$ cat src/shared/icc_pkg.sv
// Constants, field layout and types shared by the input capture channel
package icc_pkg;

  ////////////////////////////////////////////////////////////////////////////
  // Widths and depths
  localparam int ADDR_W = 4;
  localparam int DATA_W = 16;
  localparam int TIMER_W = 16;
  localparam int FIFO_DEPTH = 4;
  localparam int FIFO_AW = 2;
  localparam int FIFO_CW = 3;

  ////////////////////////////////////////////////////////////////////////////
  // Register offsets
  localparam logic [ADDR_W-1:0] CTRL_ADDR = 4'h0;
  localparam logic [ADDR_W-1:0] BUF_ADDR = 4'h4;
  localparam logic [ADDR_W-1:0] STAT_ADDR = 4'h8;

  ////////////////////////////////////////////////////////////////////////////
  // Control register field positions
  localparam int HALT_BIT = 13;
  localparam int TSEL_BIT = 7;
  localparam int CPI_LSB = 5;
  localparam int OVF_BIT = 4;
  localparam int BNE_BIT = 3;
  localparam int MODE_LSB = 0;

  // Internal status register field positions
  localparam int STAT_PRE_LSB = 0;
  localparam int STAT_IRQ_LSB = 4;
  localparam int STAT_PIN_BIT = 6;

  ////////////////////////////////////////////////////////////////////////////
  // Capture modes
  typedef enum logic [2:0] {
    ICC_MODE_OFF    = 3'b000,
    ICC_MODE_BOTH   = 3'b001,
    ICC_MODE_FALL   = 3'b010,
    ICC_MODE_RISE   = 3'b011,
    ICC_MODE_RISE4  = 3'b100,
    ICC_MODE_RISE16 = 3'b101,
    ICC_MODE_UNUSED = 3'b110,
    ICC_MODE_WAKE   = 3'b111
  } icc_mode_t;

  ////////////////////////////////////////////////////////////////////////////
  // Carriers
  typedef struct packed {
    logic halt_in_idle;
    logic timer_source_select;
    logic [1:0] captures_per_irq;
    icc_mode_t capture_mode;
  } icc_ctrl_t;

  typedef struct packed {
    logic cpu_idle;
    logic cpu_sleep;
  } icc_power_t;

  ////////////////////////////////////////////////////////////////////////////
  // Reset values and counts
  localparam icc_ctrl_t CTRL_RESET = '{
    halt_in_idle: 1'b0,
    timer_source_select: 1'b0,
    captures_per_irq: 2'h0,
    capture_mode: ICC_MODE_OFF
  };
  localparam logic [3:0] PRE_RESET = 4'h0;
  localparam logic [1:0] IRQ_CNT_RESET = 2'h0;
  localparam logic [3:0] PRESCALE4_LAST = 4'h3;
  localparam logic [3:0] PRESCALE16_LAST = 4'hf;
  localparam logic [FIFO_CW-1:0] FIFO_ONE = 3'h1;

endpackage : icc_pkg

$ cat src/hdl/icc_fifo.sv
// Four-entry capture value buffer
module icc_fifo
  import icc_pkg::*;
(
  // Clock and reset
  input wire logic REF_CLK_I,
  input wire logic RST_I,
  // Fill side
  input wire logic push_i,
  input wire logic [TIMER_W-1:0] data_i,
  // Drain side
  input wire logic pop_i,
  output logic [TIMER_W-1:0] data_o,
  // Fill level
  output logic [FIFO_CW-1:0] count_o,
  output logic empty_o,
  output logic full_o
);

  logic [TIMER_W-1:0] mem_q [FIFO_DEPTH];
  logic [FIFO_AW-1:0] wr_ptr_q, wr_ptr_d;
  logic [FIFO_AW-1:0] rd_ptr_q, rd_ptr_d;
  logic [FIFO_CW-1:0] count_q, count_d;
  logic do_push;
  logic do_pop;

  ////////////////////////////////////////////////////////////////////////////
  // Pointer and level update
  always_comb begin
    do_push = push_i && !full_o;
    do_pop = pop_i && !empty_o;
    wr_ptr_d = do_push ? wr_ptr_q + 2'h1 : wr_ptr_q;
    rd_ptr_d = do_pop ? rd_ptr_q + 2'h1 : rd_ptr_q;
    count_d = count_q;
    if (do_push && !do_pop) begin
      count_d = count_q + FIFO_ONE;
    end else if (do_pop && !do_push) begin
      count_d = count_q - FIFO_ONE;
    end
  end

  always_ff @(posedge REF_CLK_I or posedge RST_I) begin
    if (RST_I) begin
      wr_ptr_q <= '0;
      rd_ptr_q <= '0;
      count_q <= '0;
    end else begin
      wr_ptr_q <= wr_ptr_d;
      rd_ptr_q <= rd_ptr_d;
      count_q <= count_d;
    end
  end

  // Storage
  always_ff @(posedge REF_CLK_I) begin
    if (do_push) begin
      mem_q[wr_ptr_q] <= data_i;
    end
  end

  assign data_o = mem_q[rd_ptr_q];
  assign count_o = count_q;
  assign empty_o = (count_q == '0);
  assign full_o = (count_q == FIFO_CW'(FIFO_DEPTH));

endmodule : icc_fifo

$ cat src/hdl/icc_capture.sv
// Input capture channel: edge detect, prescale, capture buffer and registers
//
// Summary of operation
// - Halt bit set stops capture in idle
// - Select bit picks second or third timer
// - Two-bit field sets captures per interrupt
// - Read-only overflow flag at bit 4
// - Read-only buffer-not-empty flag at bit 3
// - Modes 000 and 110 disable the unit
// - 010 captures falling, 011 rising edges
// - 100 every fourth, 101 every sixteenth rise
// - 001 captures both edges, interrupt every event
// - 111 rising edge interrupt only in sleep or idle
// - Unimplemented control bits read zero, ignore writes
// - Captures held in four-entry FIFO
// - Capture edge wakes device from sleep/idle; here WAKE_O follows an interrupt only, so sleep wakes only in mode 111
//
// Our own choices: the strobed register port and the placing of the registers.
module icc_capture
  import icc_pkg::*;
(
  // Clock and reset
  input wire logic REF_CLK_I,
  input wire logic RST_I,
  // Register port
  input wire logic [ADDR_W-1:0] ADDR_I,
  input wire logic [DATA_W-1:0] WDATA_I,
  input wire logic WR_I,
  input wire logic RD_I,
  output logic [DATA_W-1:0] RDATA_O,
  // Capture pin and time bases
  input wire logic CAPTURE_INPUT_PIN_I,
  input wire logic [TIMER_W-1:0] SECOND_TIMER_COUNT_I,
  input wire logic [TIMER_W-1:0] THIRD_TIMER_COUNT_I,
  // Power state
  input wire icc_power_t POWER_I,
  // Events
  output logic IRQ_O,
  output logic WAKE_O
);

  ////////////////////////////////////////////////////////////////////////////
  // Declarations
  icc_ctrl_t ctrl_q, ctrl_d;
  logic mode_wr;
  logic ctrl_sel;
  logic buf_sel;
  logic stat_sel;
  logic pin_q, pin_d;
  logic rise;
  logic fall;
  logic low_power;
  logic run;
  logic [3:0] pre_q, pre_d;
  logic cap_evt;
  logic [TIMER_W-1:0] cap_val;
  logic push;
  logic pop;
  logic [TIMER_W-1:0] fifo_data;
  logic [FIFO_CW-1:0] fifo_count;
  logic fifo_empty;
  logic fifo_full;
  logic ovf_q, ovf_d;
  logic [1:0] irq_cnt_q, irq_cnt_d;
  logic irq_evt;
  logic wake_hit;
  logic irq_q, irq_d;
  logic wake_q, wake_d;
  logic [DATA_W-1:0] ctrl_rd;
  logic [DATA_W-1:0] stat_rd;
  logic [DATA_W-1:0] rdata_q, rdata_d;

  ////////////////////////////////////////////////////////////////////////////
  // Address decode
  always_comb begin
    ctrl_sel = (ADDR_I == CTRL_ADDR);
    buf_sel = (ADDR_I == BUF_ADDR);
    stat_sel = (ADDR_I == STAT_ADDR);
  end

  ////////////////////////////////////////////////////////////////////////////
  // Control register
  always_comb begin
    ctrl_d = ctrl_q;
    mode_wr = 1'b0;
    if (WR_I && ctrl_sel) begin
      // Only implemented fields are stored
      ctrl_d.halt_in_idle = WDATA_I[HALT_BIT];
      ctrl_d.timer_source_select = WDATA_I[TSEL_BIT];
      ctrl_d.captures_per_irq = WDATA_I[CPI_LSB +: 2];
      ctrl_d.capture_mode = icc_mode_t'(WDATA_I[MODE_LSB +: 3]);
      mode_wr = 1'b1;
    end
  end

  always_ff @(posedge REF_CLK_I or posedge RST_I) begin
    if (RST_I) begin
      ctrl_q <= CTRL_RESET;
    end else begin
      ctrl_q <= ctrl_d;
    end
  end

  ////////////////////////////////////////////////////////////////////////////
  // Pin edge detect
  always_comb begin
    pin_d = CAPTURE_INPUT_PIN_I;
    rise = CAPTURE_INPUT_PIN_I && !pin_q;
    fall = !CAPTURE_INPUT_PIN_I && pin_q;
  end

  always_ff @(posedge REF_CLK_I or posedge RST_I) begin
    if (RST_I) begin
      pin_q <= 1'b0;
    end else begin
      pin_q <= pin_d;
    end
  end

  ////////////////////////////////////////////////////////////////////////////
  // Run gating
  always_comb begin
    low_power = POWER_I.cpu_idle || POWER_I.cpu_sleep;
    run = !POWER_I.cpu_sleep;
    if (ctrl_q.halt_in_idle && POWER_I.cpu_idle) begin
      run = 1'b0;
    end
  end

  ////////////////////////////////////////////////////////////////////////////
  // Edge selection and prescale
  always_comb begin
    pre_d = pre_q;
    cap_evt = 1'b0;
    if (mode_wr) begin
      pre_d = PRE_RESET;
    end else if (run) begin
      unique case (ctrl_q.capture_mode)
        ICC_MODE_OFF, ICC_MODE_UNUSED: begin
          cap_evt = 1'b0;
        end
        ICC_MODE_WAKE: begin
          cap_evt = 1'b0;
        end
        ICC_MODE_BOTH: begin
          cap_evt = rise || fall;
        end
        ICC_MODE_FALL: begin
          cap_evt = fall;
        end
        ICC_MODE_RISE: begin
          cap_evt = rise;
        end
        ICC_MODE_RISE4: begin
          if (rise) begin
            if (pre_q == PRESCALE4_LAST) begin
              pre_d = PRE_RESET;
              cap_evt = 1'b1;
            end else begin
              pre_d = pre_q + 4'h1;
            end
          end
        end
        ICC_MODE_RISE16: begin
          if (rise) begin
            if (pre_q == PRESCALE16_LAST) begin
              pre_d = PRE_RESET;
              cap_evt = 1'b1;
            end else begin
              pre_d = pre_q + 4'h1;
            end
          end
        end
      endcase
    end
  end

  always_ff @(posedge REF_CLK_I or posedge RST_I) begin
    if (RST_I) begin
      pre_q <= PRE_RESET;
    end else begin
      pre_q <= pre_d;
    end
  end

  ////////////////////////////////////////////////////////////////////////////
  // Capture buffer
  always_comb begin
    cap_val = ctrl_q.timer_source_select ? SECOND_TIMER_COUNT_I
                                         : THIRD_TIMER_COUNT_I;
    push = cap_evt && !fifo_full;
    pop = RD_I && buf_sel && !fifo_empty;
  end

  icc_fifo u_fifo (
    .REF_CLK_I (REF_CLK_I),
    .RST_I     (RST_I),
    .push_i    (push),
    .data_i    (cap_val),
    .pop_i     (pop),
    .data_o    (fifo_data),
    .count_o   (fifo_count),
    .empty_o   (fifo_empty),
    .full_o    (fifo_full)
  );

  ////////////////////////////////////////////////////////////////////////////
  // Overflow flag
  always_comb begin
    ovf_d = ovf_q;
    if (pop && (fifo_count == FIFO_ONE)) begin
      ovf_d = 1'b0;
    end
    if (cap_evt && fifo_full) begin
      ovf_d = 1'b1;
    end
  end

  always_ff @(posedge REF_CLK_I or posedge RST_I) begin
    if (RST_I) begin
      ovf_q <= 1'b0;
    end else begin
      ovf_q <= ovf_d;
    end
  end

  ////////////////////////////////////////////////////////////////////////////
  // Wake mode edge, lost when a control write lands with it
  always_comb begin
    wake_hit = 1'b0;
    if ((ctrl_q.capture_mode == ICC_MODE_WAKE) && low_power && rise && !mode_wr) begin
      wake_hit = 1'b1;
    end
  end

  ////////////////////////////////////////////////////////////////////////////
  // Interrupt pacing and wake-up
  always_comb begin
    irq_cnt_d = irq_cnt_q;
    irq_evt = 1'b0;
    if (mode_wr) begin
      irq_cnt_d = IRQ_CNT_RESET;
    end else if (cap_evt) begin
      if (ctrl_q.capture_mode == ICC_MODE_BOTH) begin
        irq_evt = 1'b1;
      end else if (irq_cnt_q == ctrl_q.captures_per_irq) begin
        irq_cnt_d = IRQ_CNT_RESET;
        irq_evt = 1'b1;
      end else begin
        irq_cnt_d = irq_cnt_q + 2'h1;
      end
    end
    if (wake_hit) begin
      irq_evt = 1'b1;
    end
    irq_d = irq_evt;
    wake_d = irq_evt && low_power;
  end

  always_ff @(posedge REF_CLK_I or posedge RST_I) begin
    if (RST_I) begin
      irq_cnt_q <= IRQ_CNT_RESET;
      irq_q <= 1'b0;
      wake_q <= 1'b0;
    end else begin
      irq_cnt_q <= irq_cnt_d;
      irq_q <= irq_d;
      wake_q <= wake_d;
    end
  end

  ////////////////////////////////////////////////////////////////////////////
  // Read data
  always_comb begin
    ctrl_rd = '0;
    ctrl_rd[HALT_BIT] = ctrl_q.halt_in_idle;
    ctrl_rd[TSEL_BIT] = ctrl_q.timer_source_select;
    ctrl_rd[CPI_LSB +: 2] = ctrl_q.captures_per_irq;
    ctrl_rd[OVF_BIT] = ovf_q;
    ctrl_rd[BNE_BIT] = !fifo_empty;
    ctrl_rd[MODE_LSB +: 3] = ctrl_q.capture_mode;
    stat_rd = '0;
    stat_rd[STAT_PRE_LSB +: 4] = pre_q;
    stat_rd[STAT_IRQ_LSB +: 2] = irq_cnt_q;
    stat_rd[STAT_PIN_BIT] = pin_q;
    rdata_d = '0;
    if (RD_I) begin
      if (ctrl_sel) begin
        rdata_d = ctrl_rd;
      end else if (buf_sel && !fifo_empty) begin
        rdata_d = fifo_data;
      end else if (stat_sel) begin
        rdata_d = stat_rd;
      end
    end
  end

  always_ff @(posedge REF_CLK_I or posedge RST_I) begin
    if (RST_I) begin
      rdata_q <= '0;
    end else begin
      rdata_q <= rdata_d;
    end
  end

  ////////////////////////////////////////////////////////////////////////////
  // Outputs
  assign RDATA_O = rdata_q;
  assign IRQ_O = irq_q;
  assign WAKE_O = wake_q;

endmodule : icc_capture

$ cat config.mk
export PLATFORM = sky130hd
export DESIGN_NAME = icc_capture
export DESIGN_NICKNAME = d
export VERILOG_FILES = /design/src/shared/icc_pkg.sv /design/src/hdl/icc_fifo.sv /design/src/hdl/icc_capture.sv
export SDC_FILE = /design/constraint.sdc
export NUM_CORES = 1
export LEC_CHECK = 0
export BUFFER_PORTS_ARGS = -buffer_cell sky130_fd_sc_hd__buf_4
export CORE_UTILIZATION = 23
export DETAILED_ROUTE_END_ITERATION = 8
export PLACE_DENSITY = 0.38
export SLEW_MARGIN = 10
export SYNTH_ARGS = -nofsm -noshare
export SYNTH_HDL_FRONTEND = slang
export SYNTH_SLANG_ARGS = --single-unit
$ cat constraint.sdc
create_clock -name REF_CLK_I -period 2.41 [get_ports REF_CLK_I]
set_input_delay 0.3615 -clock REF_CLK_I [delete_from_list [all_inputs] [get_ports REF_CLK_I]]
set_output_delay 0.3615 -clock REF_CLK_I [all_outputs]
set_load 0.02 [all_outputs]
==> flow_summary.toml <==
[global_route]
grt_usage = 0.112
grt-ovfl-total = 0
grt_pass1_vias = 2914
antenna_found_initial = 0
grt_max_degree = 22
grt_pass1_wl_mm = 16.6

[cts]
cts.sink_count = 104
cts_made_buffers = 9
cts_max_level = 3
post_cts_resized = 0
cts_root_buffer = "clkbuf_16"
cts_tree = "yes"
cts_setup_buffers = 0
clockBufferDepth = 2
clk-insertion-delay-late_ns = 0.35
clk_pin_slew_worst_paths_ns = 0.08
hold_buffers = 0

[detailed_routing]
antenna_left = 0
wire_per_inst_microns = 16.2
drc_errors = 0
num_vias = 2752
drtIter0Drc = 134
wirelength_mm = 10.8
dr.pass1.iters = 4
viasPerCell = 4.13

[worst_setup_path]
setup.worst_path.end_class = "register"
setup.worst_path.class = "reg -> reg"
start_kind = "register"
slowest_delay_ns = 0.41
cpMostUsedCell = "ha_1"
critPathArrivalTime_ns = 2.44
crit_fanout = 6
crit_chain = "inv_1 -> ha_1 -> and3b_2 -> o211a_4 -> o21ai_4 -> nor3_4 -> ha_1 -> mux2i_1 -> nor2_1 -> xor2_1"
critical_path_required_ns = 2.64
critPathSlowestCell = "dfrtp_1"

[layout]
num_antenna_cells = 0
final_common_cell = "buf_4"
area_growth_pct = 25.9
nNetsFinal = 468
layout_common_cells = "buf_4 (85), edfxtp_1 (64), dfrtp_1 (40)"
final_cell_area_sq_mm = 0.00585
drive_gt1_frac = 0.358
post-route-util = 0.298

[sta]
finClkSkew_ns = 0.0121
min_period_ns = 2.21
worst_pin_slew_ns = 0.897
finalSetupTns_ns = 0
setup_viol = 0
fin_crit_sh = 0.916
fmax_mhz = 453
slew_violations = 0
rsz0062_at_grt = "false"
hold_violations = 0
postLayoutSetupSlackWorst_ns = 0.202
relSlewSlack = 0.398

[placed_design]
placed_area_sq_mm = 0.00554
dp_hpwl_mm = 7.45
gp_congestion = 0.764
io_buffers = 67
dpl_worst_slack_ns = 0.133

[power_and_ir_drop]
power.internal_uw = 3450
ir_drop_uv = 362
swShare = 0.287
p_clk_frac = 0.316
switchingPower_uw = 1390
p_per_area_mw_per_mm2 = 828
comb_power_share = 0.223
leakage_uw = 0.00238
seq_power_share = 0.461

[synthesis]
synthArstFlopShare = 0.385
yosysWarningCount = 0
synth-seq-cells = 104
syn_inst = 318
synth_top_cell_area_share = 0.414
yosysSeqAreaShare = 0.629
netlist-cell-type-count = 49
synthesis.nets = 389
syn_area_sq_mm = 0.00465
synth-edff-count = 64
synth_largest_area_cell = "edfxtp_1"
synth_top_cells_by_area = "edfxtp_1 (41%), dfrtp_1 (22%), mux4_2 (7.8%)"
syn_avg_cell_area_sq_um = 14.6
synthFlopType = "edfxtp_1"

[die]
die_area_sq_mm = 0.0208
die_h_microns = 144
start_util = 0.236
core-area_sq_mm = 0.0197
ios = 77
dieWidth_microns = 144
num_rows = 51

[run_status]
outcome = "complete, no violations"

[flow_run]
drv_cap = 0

[worst_hold_path]
hp-class = "in -> async"
synthesized netlist by cell type, types with 2 or more instances:
master and number:
a21oi_1 13, a22oi_1 2, and2_1 5, and3_1 10
buf_2 5, buf_4 5, clkbuf_1 6, dfrtp_1 40
edfxtp_1 64, ha_1 12, inv_1 9, mux2_2 16
mux2i_1 9, mux4_2 16, nand2_1 30, nand2b_1 2
nand3_1 7, nand3b_1 2, nor2_1 12, nor2b_1 9
nor3_1 4, o21ai_0 6, xnor2_1 4, xor2_1 5
metrics by stage:
step | power (uW) | instances | hold slack [ns]
4_1_cts | 4940 | 667 | 0.126
3_5_place_dp | 3380 | 651 | 0.480
5_1_grt | 5110 | 667 | 0.136
2_1_floorplan | 3020 | 318 | 0.393
3_3_place_gp | 3380 | 651 | 0.470
6_report | 4850 | 667 | 0.0957
cell type report:
class | instances | area [sq um]
multi-input combinational | 187 | 1590
clock buffer | 9 | 225
tap | 265 | 332
inverter | 9 | 33.8
timing repair buffer | 86 | 658
sequential | 104 | 2920
clock inverter | 7 | 90.1
fill | 2027 | 13800
critical path: cells and delay by family (launching register included):
| family | cells | cell delay (ns) |
|---|---|---|
| AO/OA/AOI/OAI | 2 | 0.26 |
| adder cells (fa/ha/maj) | 2 | 0.44 |
| flip-flops | 1 | 0.41 |
| buffers and inverters | 1 | 0.07 |
| AND/OR/NAND/NOR | 3 | 0.61 |
| multiplexers | 1 | 0.19 |
| XOR/XNOR | 1 | 0.13 |
power by group through the flow:
stage / clock (uW) / sequential (uW) / combinational [uW]
finish: 1530 / 2230 / 1080
global placement: 0 / 2270 / 1110
floorplan: 0 / 2220 / 798
detailed placement: 0 / 2270 / 1110
global route: 1650 / 2260 / 1200
CTS: 1590 / 2240 / 1120
final timing paths:
check / startpoint / endpoint / slack (ns) / depth (start not counted)
setup / recovery: pin_q / u_fifo.count_o[2] / 0.20 / 10
hold / removal: RST_I / RDATA_O[12] / 0.1 / 2
setup reg to reg: pin_q / u_fifo.count_o[2] / 0.20 / 10
hold reg to reg: ctrl_q[5] / ctrl_q[5] / 0.50 / 2
max in group asynchronous: RST_I / RDATA_O[13] / 1.63 / 3
min in group REF_CLK_I: CAPTURE_INPUT_PIN_I / pin_q / 0.15 / 1
registers in the layout, indices dropped and copies added (netlist names):
| register | count |
|---|---|
| ovf_q | 1 |
| u_fifo.count_o | 3 |
| irq_cnt_q | 2 |
| ctrl_q | 7 |
| IRQ_O | 1 |
| pre_q | 4 |
| RDATA_O | 16 |
| WAKE_O | 1 |
| u_fifo.wr_ptr_q | 2 |
| u_fifo.rd_ptr_q | 2 |
| u_fifo.mem_q | 64 |
| pin_q | 1 |
cells by family after synthesis:
kind of cell,count (synthesis),share of synthesized area
compound gates,34,0.0525
xor+xnor,9,0.0170
fa+ha+maj,12,0.0323
buf+inv,27,0.0288
flops,104,0.629
mux,42,0.139
simple gates,90,0.101
routing by layer:
layer | vias to the layer above | share of wire | GRT usage
li1 | 1320 | - | -
met1 | 1365 | 0.46 | 0.144
met2 | 58 | 0.49 | 0.186
met3 | 9 | 0.041 | 0.0275
met4 | 0 | 0.012 | 0.0336
met5 | - | 0 | 0
(Power assumes the default switching activity.)
